===== config.mk =====
export PLATFORM = sky130hd
export DESIGN_NAME = sctc_top
export DESIGN_NICKNAME = d
export VERILOG_FILES = /design/src/sctc_pkg.sv /design/src/sctc_prescaler.sv /design/src/sctc_sample_div.sv /design/src/sctc_top.sv
export VERILOG_INCLUDE_DIRS = /design/src /design/src/src
export SDC_FILE = /design/constraint.sdc
export NUM_CORES = 1
export LEC_CHECK = 0
export BUFFER_PORTS_ARGS = -buffer_cell sky130_fd_sc_hd__clkbuf_2
export CORE_ASPECT_RATIO = 2
export CORE_MARGIN = 3
export CORE_UTILIZATION = 55
export CTS_CLUSTER_SIZE = 30
export DETAILED_ROUTE_END_ITERATION = 8
export PLACE_DENSITY = 0.75
export SETUP_SLACK_MARGIN = 0.3
export SYNTH_ARGS = -nofsm -noshare
export SYNTH_HDL_FRONTEND = slang
export SYNTH_SLANG_ARGS = --single-unit

===== constraint.sdc =====
create_clock -name mclk -period 8.6 [get_ports mclk]
set_input_delay 0.86 -clock mclk [delete_from_list [all_inputs] [get_ports mclk]]
set_output_delay 0.86 -clock mclk [all_outputs]
set_load 0.005 [all_outputs]

===== src/sctc_regs.svh =====
`ifndef SCTC_REGS_SVH
`define SCTC_REGS_SVH

// Byte offsets of the register map
`define SCTC_OFS_CTRL 7'h00
`define SCTC_OFS_IEN 7'h0c
`define SCTC_OFS_STS 7'h10
`define SCTC_OFS_EGEN 7'h14
`define SCTC_OFS_CMODE 7'h18
`define SCTC_OFS_CEN 7'h20
`define SCTC_OFS_CNT 7'h24
`define SCTC_OFS_PSC 7'h28
`define SCTC_OFS_RLD 7'h2c
`define SCTC_OFS_CC1 7'h34
`define SCTC_OFS_OPT 7'h50

// Field positions
`define SCTC_BIT_UPD 0
`define SCTC_BIT_CMP 1
`define SCTC_BIT_FORCE 0
`define SCTC_BIT_CC1_BUF 3

// Writable bits and reset values
`define SCTC_CTRL_WMASK 16'h0387
`define SCTC_IEN_WMASK 16'h0003
`define SCTC_CTRL_RST 16'h0000
`define SCTC_RLD_RST 16'hffff
`define SCTC_REG_RST 16'h0000

// Sampling divider terminal counts
`define SCTC_DIV1_LAST 2'h0
`define SCTC_DIV2_LAST 2'h1
`define SCTC_DIV4_LAST 2'h3

`endif


===== src/sctc_pkg.sv =====
package sctc_pkg;

    typedef logic [15:0] sctc_data_t;

    // Sampling clock divide choices, in field order
    typedef enum logic [1:0] {
        sctc_div1,
        sctc_div2,
        sctc_div4,
        sctc_div_rsvd
    } sctc_div_e;

    // Main control register layout
    typedef struct packed {
        logic [5:0] rsvd_hi;
        sctc_div_e sampling_clock_divide;
        logic reload_buffer_enable;
        logic [3:0] rsvd_lo;
        logic update_request_source;
        logic update_inhibit;
        logic counter_run_enable;
    } sctc_ctrl_s;

    // Avalon-MM request as seen by the slave
    typedef struct packed {
        logic [6:0] address;
        logic read;
        logic write;
        logic [3:0] byteenable;
        logic [31:0] writedata;
    } sctc_avreq_s;

endpackage : sctc_pkg


===== src/sctc_prescaler.sv =====
`timescale 1ns/10ps
`default_nettype none
module sctc_prescaler #(
    parameter int CNT_W = 16
) (
    input wire logic mclk,                // Timer clock
    input wire logic reset,               // Async reset, high
    input wire logic clear,               // Restart the division
    input wire logic [CNT_W-1:0] ratio,   // Divide by ratio plus one
    output logic tick                     // One pulse per counter clock
);
    logic [CNT_W-1:0] cnt_r;
    logic [CNT_W-1:0] cnt_nxt;
    logic wrap;

    generate
        if (CNT_W < 1 || CNT_W > 32) begin : g_chk
            $error("sctc_prescaler: CNT_W out of range");
        end
    endgenerate

    // Wrap after ratio plus one input cycles
    assign wrap = (cnt_r >= ratio);
    assign cnt_nxt = wrap ? '0 : cnt_r + 1'b1;

    // Clear drops the count but keeps the ratio
    always_ff @(posedge mclk or posedge reset) begin
        if (reset) begin
            cnt_r <= '0;
            tick <= 1'b0;
        end else begin
            cnt_r <= clear ? '0 : cnt_nxt;
            tick <= ~clear & wrap;
        end
    end
endmodule : sctc_prescaler
`default_nettype wire


===== src/sctc_sample_div.sv =====
`timescale 1ns/10ps
`default_nettype none
`include "sctc_regs.svh"
module sctc_sample_div (
    input wire logic mclk,                    // Timer clock
    input wire logic reset,                   // Async reset, high
    input wire sctc_pkg::sctc_div_e divide,   // Sampling divide choice
    output logic sample_tick                  // One pulse per sampling period
);
    import sctc_pkg::*;

    logic [1:0] cnt_r;
    logic [1:0] last;
    logic wrap;

    // Reserved code behaves as divide by one
    assign last = (divide == sctc_div2) ? `SCTC_DIV2_LAST :
                  (divide == sctc_div4) ? `SCTC_DIV4_LAST : `SCTC_DIV1_LAST;
    assign wrap = (cnt_r >= last);

    // Free running period counter
    always_ff @(posedge mclk or posedge reset) begin
        if (reset) begin
            cnt_r <= 2'h0;
            sample_tick <= 1'b0;
        end else begin
            cnt_r <= wrap ? 2'h0 : cnt_r + 2'h1;
            sample_tick <= wrap;
        end
    end
endmodule : sctc_sample_div
`default_nettype wire


===== src/sctc_top.sv =====
// What this block does
// - Counter counts only while run enable is set; trigger input may set it.
// - Update event on overrun or force update, unless update inhibit is set.
// - Each update event copies buffered reload, prescale and compare into active.
// - Source bit 1 lets only overrun raise the update request and flag.
// - Reload write is immediate unless reload buffering is on.
// - Sampling period is one, two or four clocks; code 11 reserved.
// - Registers are 16 bits at their fixed offsets; option only if enabled.
// - Control register resets to zero.
// - Counter clock is timer clock over prescale value plus one.
// - Force update reinitialises counter, clears prescaler count, reads back zero.
// - Update request sets the sticky update flag until software clears it.
`timescale 1ns/10ps
`default_nettype none
`include "sctc_regs.svh"
module sctc_top #(
    parameter int CNT_W = 16,
    parameter bit HAS_OPTION = 1'b1
) (
    input wire logic mclk,                          // Timer clock, 100 MHz
    input wire logic reset,                         // Async reset, high
    input wire logic [6:0] avs_address,             // Byte address
    input wire logic avs_read,                      // Read request
    input wire logic avs_write,                     // Write request
    input wire logic [3:0] avs_byteenable,          // Byte lanes
    input wire logic [31:0] avs_writedata,          // Write data
    output logic [31:0] avs_readdata,               // Read data
    output logic avs_waitrequest,                   // Low for one answer cycle
    input wire logic trigger_start,                 // Hardware start of the counter
    output logic irq,                               // Level interrupt
    output logic update_event,                      // One pulse per update event
    output logic sample_tick,                       // Sampling clock pulse
    output sctc_pkg::sctc_data_t count_out          // Counter value
);
    import sctc_pkg::*;

    generate
        if (CNT_W != 16) begin : g_chk
            $error("sctc_top: only a 16-bit counter is supported");
        end
    endgenerate

    // Byte lane merge of a 16-bit register
    function automatic sctc_data_t lane_merge(input sctc_data_t old,
                                              input logic [31:0] d,
                                              input logic [3:0] be);
        lane_merge = {be[1] ? d[15:8] : old[15:8], be[0] ? d[7:0] : old[7:0]};
    endfunction : lane_merge

    sctc_avreq_s req;
    sctc_ctrl_s ctrl_r;
    sctc_data_t ien_r;
    sctc_data_t sts_r;
    sctc_data_t sts_nxt;
    sctc_data_t cmode_r;
    sctc_data_t cen_r;
    sctc_data_t cnt_r;
    sctc_data_t cnt_nxt;
    sctc_data_t psc_pre_r;
    sctc_data_t psc_act_r;
    sctc_data_t rld_pre_r;
    sctc_data_t rld_act_r;
    sctc_data_t cc1_pre_r;
    sctc_data_t cc1_act_r;
    sctc_data_t opt_r;
    sctc_data_t rd_data;
    logic [1:0] sts_set;
    logic acc;
    logic wr;
    logic rd;
    logic hit_ctrl;
    logic hit_ien;
    logic hit_sts;
    logic hit_egen;
    logic hit_cmode;
    logic hit_cen;
    logic hit_cnt;
    logic hit_psc;
    logic hit_rld;
    logic hit_cc1;
    logic hit_opt;
    logic force_upd;
    logic cnt_tick;
    logic counting;
    logic overrun;
    logic upd_ev;
    logic upd_req;
    logic cmp_hit;
    logic sts_rd_clr;
    sctc_data_t wr_val;

    assign req = '{address: avs_address, read: avs_read, write: avs_write,
                   byteenable: avs_byteenable, writedata: avs_writedata};

    // Access completes on the cycle waitrequest is low
    assign acc = (req.read | req.write) & ~avs_waitrequest;
    assign wr = acc & req.write;
    assign rd = acc & req.read;

    // Address decode; option register only on the instance that has it
    assign hit_ctrl = (req.address == `SCTC_OFS_CTRL);
    assign hit_ien = (req.address == `SCTC_OFS_IEN);
    assign hit_sts = (req.address == `SCTC_OFS_STS);
    assign hit_egen = (req.address == `SCTC_OFS_EGEN);
    assign hit_cmode = (req.address == `SCTC_OFS_CMODE);
    assign hit_cen = (req.address == `SCTC_OFS_CEN);
    assign hit_cnt = (req.address == `SCTC_OFS_CNT);
    assign hit_psc = (req.address == `SCTC_OFS_PSC);
    assign hit_rld = (req.address == `SCTC_OFS_RLD);
    assign hit_cc1 = (req.address == `SCTC_OFS_CC1);
    assign hit_opt = HAS_OPTION && (req.address == `SCTC_OFS_OPT);

    // Readback selection; unmapped addresses and write-only event register read zero
    assign rd_data = ({16{hit_ctrl}} & sctc_data_t'(ctrl_r))
                   | ({16{hit_ien}} & ien_r)
                   | ({16{hit_sts}} & sts_r)
                   | ({16{hit_cmode}} & cmode_r)
                   | ({16{hit_cen}} & cen_r)
                   | ({16{hit_cnt}} & cnt_r)
                   | ({16{hit_psc}} & psc_pre_r)
                   | ({16{hit_rld}} & rld_pre_r)
                   | ({16{hit_cc1}} & cc1_pre_r)
                   | ({16{hit_opt}} & opt_r);

    // Bus answer: one wait cycle, then one cycle with waitrequest low
    always_ff @(posedge mclk or posedge reset) begin
        if (reset) begin
            avs_waitrequest <= 1'b1;
            avs_readdata <= 32'h0000_0000;
        end else begin
            avs_waitrequest <= ~((req.read | req.write) & avs_waitrequest);
            avs_readdata <= {16'h0000, rd_data};
        end
    end

    // Force update is a self-clearing command bit; it never stores
    assign force_upd = wr & hit_egen & req.byteenable[0]
                     & req.writedata[`SCTC_BIT_FORCE];

    // Counter clock from the prescaler, restarted on force update
    sctc_prescaler #(.CNT_W(CNT_W)) u_psc (
        .mclk(mclk),
        .reset(reset),
        .clear(force_upd),
        .ratio(psc_act_r),
        .tick(cnt_tick)
    );

    // Sampling clock for dead time and filters
    sctc_sample_div u_sdiv (
        .mclk(mclk),
        .reset(reset),
        .divide(ctrl_r.sampling_clock_divide),
        .sample_tick(sample_tick)
    );

    // Counting needs run enable and a non-empty reload value
    assign counting = cnt_tick & ctrl_r.counter_run_enable
                    & (rld_act_r != 16'h0000);
    assign overrun = counting & (cnt_r == rld_act_r);
    assign cmp_hit = counting & (cnt_r == cc1_act_r);

    // Update events and the qualified request
    assign upd_ev = ~ctrl_r.update_inhibit & (overrun | force_upd);
    assign upd_req = upd_ev & (overrun | ~ctrl_r.update_request_source);

    // Counter next value: software write, then reinit, then count
    always_comb begin
        if (wr & hit_cnt) begin
            cnt_nxt = lane_merge(cnt_r, req.writedata, req.byteenable);
        end else if (force_upd | overrun) begin
            cnt_nxt = 16'h0000;
        end else if (counting) begin
            cnt_nxt = cnt_r + 16'h0001;
        end else begin
            cnt_nxt = cnt_r;
        end
    end

    // Status flags: read of status or a written zero clears; set wins
    assign sts_set[`SCTC_BIT_UPD] = upd_req;
    assign sts_set[`SCTC_BIT_CMP] = cmp_hit;
    assign sts_rd_clr = rd & hit_sts;
    assign wr_val = lane_merge(16'hffff, req.writedata, req.byteenable);

    generate
        for (genvar i = 0; i < 2; i++) begin : g_sts
            assign sts_nxt[i] = sts_set[i]
                | (sts_r[i] & ~sts_rd_clr & ~(wr & hit_sts & ~wr_val[i]));
        end
    endgenerate
    assign sts_nxt[15:2] = 14'h0000;

    // Control register, reserved bits masked off
    always_ff @(posedge mclk or posedge reset) begin
        if (reset) begin
            ctrl_r <= sctc_ctrl_s'(`SCTC_CTRL_RST);
        end else if (wr & hit_ctrl) begin
            ctrl_r <= sctc_ctrl_s'(lane_merge(sctc_data_t'(ctrl_r), req.writedata,
                      req.byteenable) & `SCTC_CTRL_WMASK);
        end else if (trigger_start) begin
            ctrl_r.counter_run_enable <= 1'b1;
        end
    end

    // Plain storage registers
    always_ff @(posedge mclk or posedge reset) begin
        if (reset) begin
            ien_r <= `SCTC_REG_RST;
            cmode_r <= `SCTC_REG_RST;
            cen_r <= `SCTC_REG_RST;
            opt_r <= `SCTC_REG_RST;
        end else begin
            if (wr & hit_ien) begin
                ien_r <= lane_merge(ien_r, req.writedata, req.byteenable)
                       & `SCTC_IEN_WMASK;
            end
            if (wr & hit_cmode) begin
                cmode_r <= lane_merge(cmode_r, req.writedata, req.byteenable);
            end
            if (wr & hit_cen) begin
                cen_r <= lane_merge(cen_r, req.writedata, req.byteenable);
            end
            if (wr & hit_opt) begin
                opt_r <= lane_merge(opt_r, req.writedata, req.byteenable);
            end
        end
    end

    // Buffered copies written by software
    always_ff @(posedge mclk or posedge reset) begin
        if (reset) begin
            psc_pre_r <= `SCTC_REG_RST;
            rld_pre_r <= `SCTC_RLD_RST;
            cc1_pre_r <= `SCTC_REG_RST;
        end else begin
            if (wr & hit_psc) begin
                psc_pre_r <= lane_merge(psc_pre_r, req.writedata, req.byteenable);
            end
            if (wr & hit_rld) begin
                rld_pre_r <= lane_merge(rld_pre_r, req.writedata, req.byteenable);
            end
            if (wr & hit_cc1) begin
                cc1_pre_r <= lane_merge(cc1_pre_r, req.writedata, req.byteenable);
            end
        end
    end

    // Active copies: loaded on update, or at once when unbuffered
    always_ff @(posedge mclk or posedge reset) begin
        if (reset) begin
            psc_act_r <= `SCTC_REG_RST;
            rld_act_r <= `SCTC_RLD_RST;
            cc1_act_r <= `SCTC_REG_RST;
        end else begin
            if (upd_ev) begin
                psc_act_r <= psc_pre_r;
                rld_act_r <= rld_pre_r;
                cc1_act_r <= cc1_pre_r;
            end
            if (wr & hit_rld & ~ctrl_r.reload_buffer_enable) begin
                rld_act_r <= lane_merge(rld_pre_r, req.writedata,
                                        req.byteenable);
            end
            if (wr & hit_cc1 & ~cmode_r[`SCTC_BIT_CC1_BUF]) begin
                cc1_act_r <= lane_merge(cc1_pre_r, req.writedata, req.byteenable);
            end
        end
    end

    // Counter, status, interrupt and event outputs
    always_ff @(posedge mclk or posedge reset) begin
        if (reset) begin
            cnt_r <= `SCTC_REG_RST;
            sts_r <= `SCTC_REG_RST;
            irq <= 1'b0;
            update_event <= 1'b0;
            count_out <= `SCTC_REG_RST;
        end else begin
            cnt_r <= cnt_nxt;
            sts_r <= sts_nxt;
            irq <= |(sts_nxt & ien_r);
            update_event <= upd_ev;
            count_out <= cnt_nxt;
        end
    end
endmodule : sctc_top
`default_nettype wire


* After elaboration in Yosys (flattened, before gate mapping)
Cells that the tools add are included.
Cells by class: add/subtract/negate cells 3, reduce and logical (&&, ||, !) cells 21, mux-type cells 22, multipliers 0, bitwise gates (word level) 70, div/mod/pow operators 0, shift operators 0, $lt $le $gt $ge 2, eq/ne operators 17
Operator list (count):
- $mux 16 | 9
- $or 16x16->16 | 9
- $and 16x16->16 | 7
- $mux 8 | 6
- $eq 7x6->1 const B | 5
- $and 1x1->1 | 33
- $add 16x1->16 const B | 2
- $and 16x2->16 | 2
- $eq 16x16->1 | 2
- $reduce_and 2->1 | 14
- $eq 7x5->1 const B | 3
- $and 16x10->16 | 1
- $ge 16x16->1 | 1
- $reduce_bool 16->1 | 1
- $reduce_or 16->1 | 1
- $not 1->1 | 12
- $mux 2 | 4
- $eq 7x4->1 const B | 1
- $eq 7x7->1 const B | 1
- $logic_not 7->1 | 1
- $ne 2x2->1 const B | 3
- $reduce_bool 2->1 | 3
- $or 1x1->1 | 5
- $mux 1 | 3
- 6 further kinds | 6
Storage, ports and cells: bits in writable memories 0, memories kept 0, latch bits 0, bits in read-only memories 0, bits of input ports 48, register bits 209

* Longest topological paths before layout
depth in word-level cells 12, gate-level depth with buffers 10, mapped depth without buffers 8

* Hierarchy
Synthesis repeated with hierarchy kept, for this count alone.
Second synthesis, totals: cells, all modules 970, area total of the unflattened synthesis 10715.3 um^2
By module, submodules not included:
- sctc_top | seq. area each 4770.8 um^2, cells an instance 824, instances 1, area each 9335.2 um^2
- sctc_prescaler | seq. area each 425.4 um^2, cells an instance 130, instances 1, area each 1198.6 um^2
- sctc_sample_div | seq. area each 75.1 um^2, cells an instance 16, instances 1, area each 181.4 um^2

* Least setup slack after synthesis
Ideal clock, no wire load.
path kind input to register, start point input port avs_address[5], end point register cnt_r[9], arrival 2506 ps, stages on the path 8, setup slack 5968 ps, buffers on the path 2, path through buf_2 > and2b_1 > a31oi_1 > or4_1 > and3_1 > buf_2 > a21o_1 > a221o_1
On the way: word-level cells in the longest chain between the ends 7
RTL lines:
- start: declaration | RTL line sctc_top.sv:22 | input wire logic [6:0] avs_address,
- $eq 7x5->1 (no line)
- $and 1x1->1 (3 in a row) | RTL line sctc_top.sv:137 | assign force_upd = wr & hit_egen & req.byteenable[0]
- $or 1x1->1 | RTL line sctc_top.sv:171 | end else if (force_upd | overrun) begin
- $reduce_bool 3->1 (no line) or $mux 16 (tied branches)
- $reduce_and 2->1 (no line) or $mux 16 (tied branches)
- end signal: assignment | RTL line sctc_top.sv:274 | cnt_r <= `SCTC_REG_RST;
- end signal: assignment | RTL line sctc_top.sv:280 | cnt_r <= cnt_nxt;
- end: declaration | RTL line sctc_top.sv:57 | sctc_data_t cnt_r;
Parallel ways exist; a longest one is shown, timed or not. A chain may end at the register's enable or synchronous reset.

* Final worst setup path
start point input port avs_address[1], end point register cc1_act_r[10]
On the way: word-level cells in the longest chain between the ends 7
RTL lines:
- $eq 7x5->1 (no line)
- $and 1x1->1 (3 in a row) | RTL line sctc_top.sv:137
- $or 1x1->1 | RTL line sctc_top.sv:164 | assign upd_ev = ~ctrl_r.update_inhibit & (overrun | force_upd);
- $and 1x1->1 | RTL line sctc_top.sv:164
- $reduce_bool 2->1 (no line)
- end signal: assignment | RTL line sctc_top.sv:254 | cc1_act_r <= `SCTC_REG_RST;
- end signal: assignment | RTL line sctc_top.sv:259 | cc1_act_r <= cc1_pre_r;
- end signal: assignment | RTL line sctc_top.sv:266 | cc1_act_r <= lane_merge(cc1_pre_r, req.writedata, req.byteenable);
- end: declaration | RTL line sctc_top.sv:64 | sctc_data_t cc1_act_r;
Parallel ways exist; a longest one is shown, timed or not.

==> metrics.sh <==
INTPOWER_W=0.00164
YOSYSWARNINGCOUNT=0
CRIT_PATH_MAX_INCR_DELAY_PS=1080
PATH_CELLS='clkbuf_2 > nor4b_4 > and3_1 > nor3b_2 > o21bai_2 > nor2_2 > a221o_1'
NETLIST_INSTANCES=951
CTS-HOLD-FIX-BUFFERS=0
MOST_COMMON_CELL_AFTER_LAYOUT_FILL_AND_TAPS_ASIDE='dfrtp_1'
GLOBAL_ROUTE_WIRE_LENGTH_BEFORE_REPAIR_UM=46000
SEQ_AREA_FRAC_SYNTH_PCT=49.5
START_UTIL_PCT=56.3
DRC=0
CP_DATA_ARRIVAL_TIME_PS=4380
FINAL.SETUP.TNS_PS=0
INSERTEDDIODECOUNT=0
SEQUENTIALPOWERSHARE_PCT=49.6
FINAL_REPORT_MAX_SLEW_VIOLATION_COUNT=0
POST_CTS.RESIZED_INSTANCES=0
GRT-OVFL-TOTAL=0
SWITCHING_SHARE_PCT=26.7
GRT_USAGE_PCT=27.7
CORE_UM2=18900
FLOORPLAN.IO_PINS=100
TRITONCTS.NUM_BUFFERS=21
FINAL.MIN_CLOCK_PERIOD_PS=3990
WORST_PATH_MAX_DELAY_CELL='nor3b_2'
RR_ENDPOINT='psc_act_r[7]'
LIBRARY_CELLS_USED_BY_SYNTHESIS=75
VIAS_IN_THE_FIRST_GLOBAL_ROUTE=8227
CRITICAL_PATH.ENDPOINT_TYPE='register'
VIAS_PER_CELL=6.39
CTS.ROOT.BUFFER_CELL='clkbuf_16'
POST_CTS_BUFFERS=0
ANTENNA_NETS_POST_ROUTE=0
SYNTH-ASYNC-RESET-RATIO_PCT=100
WORST_SKEW_PAIR.LATE_LATENCY_PS=510
POWER.SHARE.COMBINATIONAL_PCT=8.6
LAYOUT.CORE_UTILIZATION_PCT=62.1
ROUTED_WIRE_LENGTH_UM=29500
SYNTH-EDFF-COUNT=0
CLOCK_POWER_SHARE_PCT=41.8
SYNTHSIMPLEGATEAREAFRAC_PCT=13.1
CTS.PATH.MAX_BUFFERS=3
SWITCHING_POWER_W=0.000597
FINALPOWER_W=0.00224
LARGEST_NET_DEGREE_AT_THE_START_OF_GLOBAL_ROUTING=154
GRT_SETUP_UNREPAIRED='no'
PLACEMENTROWS=71
FINALHOLDVIOLATIONS=0
CRITPATHLAUNCHTYPE='input port'
TRITONCTS='done'
DIE_X_UM=104
CRIT_END='cc1_act_r[10]'
CHIPHEIGHT_UM=203
CRITPATHKIND='in2reg'
SYNTH.FF_LATCH_COUNT=209
FINALNETCOUNT=1062
SYNTH-COMPOUND-AREA-SHARE_PCT=13.1
WORST-SLEW-PIN-TRANSITION_PS=1210
CRIT_FANOUT=20
MAXSLEWHEADROOM_PCT=19.2
SYNTHESIS_TO_LAYOUT_AREA_GROWTH_PCT=10.2
ROUTE.DETAILED.WL_PER_INST_UM=23.4
POSTSYNTH.TOPFLOPCELL='dfrtp_1'
YOSYS.AREA_SHARE.ADDER_PCT=2.47
SETUP.WORST_PATH.START='avs_address[1]'
FIRST_PASS_ITERS=5
STATUS='finished clean'
CTS.SINK_COUNT=209
NETLIST_AREA_UM2=10700
P_PER_AREA_nW_PER_UM2=191
LAYOUT_COMMON_CELLS='dfrtp_1 (176), mux2_2 (85), nand2_1 (76)'
WORSTPATHREQUIRED_PS=8990
POST_SYNTHESIS_MUX_AREA_SHARE_PCT=12.8
FINAL_WORST_PATH_PERIOD_SHARE_PCT=46.3
PLACE_HPWL_UM=21000
REG2REG_FROM='avs_waitrequest'
POWER_LEAKAGE_nW=5.75
REG2REG_DEPTH=6
SKEW_PS=15.5
CTS_HTREE_LEVELS=1
PORT_BUFFERS=65
DRT_ITER0_MARKERS=577
PEAKVDDDROP_V=0.000216
FLOORPLAN.DIE_AREA_UM2=21200
SYN_AREA_PER_CELL_UM2=11.2
LARGEST_FAMILY_OF_LOGIC_CELLS_BY_SYNTHESIZED_AREA='simple AND/OR/NAND/NOR gates'
FINISH.INSTANCE_AREA_UM2=11700
HOLD-WORST-SLACK_PS=464
FMAX_GHz=0.251
VIA_COUNT=8065
POSTPLACECELLAREA_UM2=11000
REG2REG_SETUP_SLACK_PS=5190
DRV.MAX_CAP_VIOLATION_COUNT=0
GP_CONGESTION=0.926
TOTAL_OF_ENDPOINTS_WITH_NEGATIVE_SETUP_SLACK_IN_THE_FINAL_REPORT=0
POST_SYNTH_XOR_AREA_FRACTION_PCT=4.03
MIN_PATH_TYPE='reg2reg'
CLK_TRANSITION_REPORTED_PATHS_PS=70
GRT_ANTENNA_BEFORE_REPAIR=0
FINAL_LAYOUT_SIZE_SUFFIX_GT1_SHARE_PCT=25.7
-- metal layers --
metal,vias up,GRT usage [%],part of all wire (%)
met2,371,49.7,52
met4,0,18.8,8.0
met3,126,3.02,5.2
met1,4040,30.4,35
met5,-,0,0
li1,3528,-,-
-- power by group through the flow --
stage	clock, W	combinational (W)	sequential (W)
2_1_floorplan	0	0.000167	0.00107
3_3_place_gp	0	0.000188	0.00112
3_5_place_dp	0	0.000192	0.00112
4_1_cts	0.000945	0.000194	0.00111
5_1_grt	0.000982	0.000214	0.00111
6_report	0.000935	0.000193	0.00111
-- cells in the mapped netlist (12+ instances only) --
library cell / count / area [um^2]
dfrtp_1: 176 / 4400
and3_1: 22 / 138
a21oi_1: 12 / 60.1
a222oi_1: 24 / 240
buf_2: 17 / 85.1
o21ai_0: 22 / 110
a21o_1: 17 / 128
nand2_1: 76 / 285
buf_4: 17 / 128
inv_1: 39 / 146
ha_1: 21 / 263
dfstp_2: 33 / 867
mux2_1: 18 / 203
nand3_1: 44 / 220
xor2_1: 40 / 350
nor2_1: 43 / 161
a221o_1: 16 / 160
clkbuf_1: 22 / 82.6
mux2_2: 85 / 957
a22o_1: 13 / 114
a22oi_1: 21 / 158
nor3_1: 13 / 65.1
-- area by class of cell --
| type | instances | area, um^2 |
|---|---|---|
| fillers | 1548 | 7180 |
| clock inverters | 14 | 140 |
| inverters | 40 | 158 |
| flip-flops and latches | 209 | 5270 |
| clock buffers | 24 | 557 |
| multi-input cells | 648 | 4910 |
| repair buffers | 73 | 385 |
| well taps | 255 | 319 |
-- registers in the layout, indices dropped and copies added (netlist names) --
signal / flops
ctrl_r: 6
update_event: 1
u_psc.cnt_r: 16
cc1_pre_r: 16
sts_r: 2
cmode_r: 16
irq: 1
avs_waitrequest: 1
cc1_act_r: 16
psc_pre_r: 16
avs_readdata: 16
rld_pre_r: 16
ien_r: 2
opt_r: 16
cnt_r: 16
cen_r: 16
psc_act_r: 16
u_psc.tick: 1
rld_act_r: 16
u_sdiv.cnt_r: 2
u_sdiv.sample_tick: 1
-- stage by stage --
step,setup slack (ps),instances
after floorplan,2090,966
after global placement,4230,1225
after detailed placement,4160,1225
after CTS,4670,1263
after global routing,4490,1263
final,4610,1263
-- critical path, delay by kind of cell --
kind,cells,cell delay (ps)
simple gates,4,2640
compound gates,2,720
buf+inv,1,130
-- logic make-up (layout without fill, tap and decap cells) --
kind of cell               count (synthesis)  after routing
adders and majority gates                 21             21
buffers and inverters                    109            151
AOI/OAI and AO/OA                        179            179
DFF                                      209            209
xor gates and xnor gates                  49             49
other                                      1             16
muxes                                    118            118
and+or+nand+nor                          265            265
-- how the worst min path moves through the flow --
| stage | start | cells past startpoint | slack (ps) | end |
|---|---|---|---|---|
| floorplan | u_sdiv.cnt_r[0] | 1 | 440 | u_sdiv.cnt_r[0] |
| global route | u_sdiv.cnt_r[0] | 1 | 500 | u_sdiv.cnt_r[0] |
| global placement | u_sdiv.cnt_r[0] | 1 | 460 | u_sdiv.cnt_r[0] |
| CTS | u_sdiv.cnt_r[0] | 1 | 470 | u_sdiv.cnt_r[0] |
| finish | u_sdiv.cnt_r[0] | 1 | 460 | u_sdiv.cnt_r[0] |
| detailed placement | u_sdiv.cnt_r[0] | 1 | 460 | u_sdiv.cnt_r[0] |
Note: power is estimated with default switching activity, not from simulation.
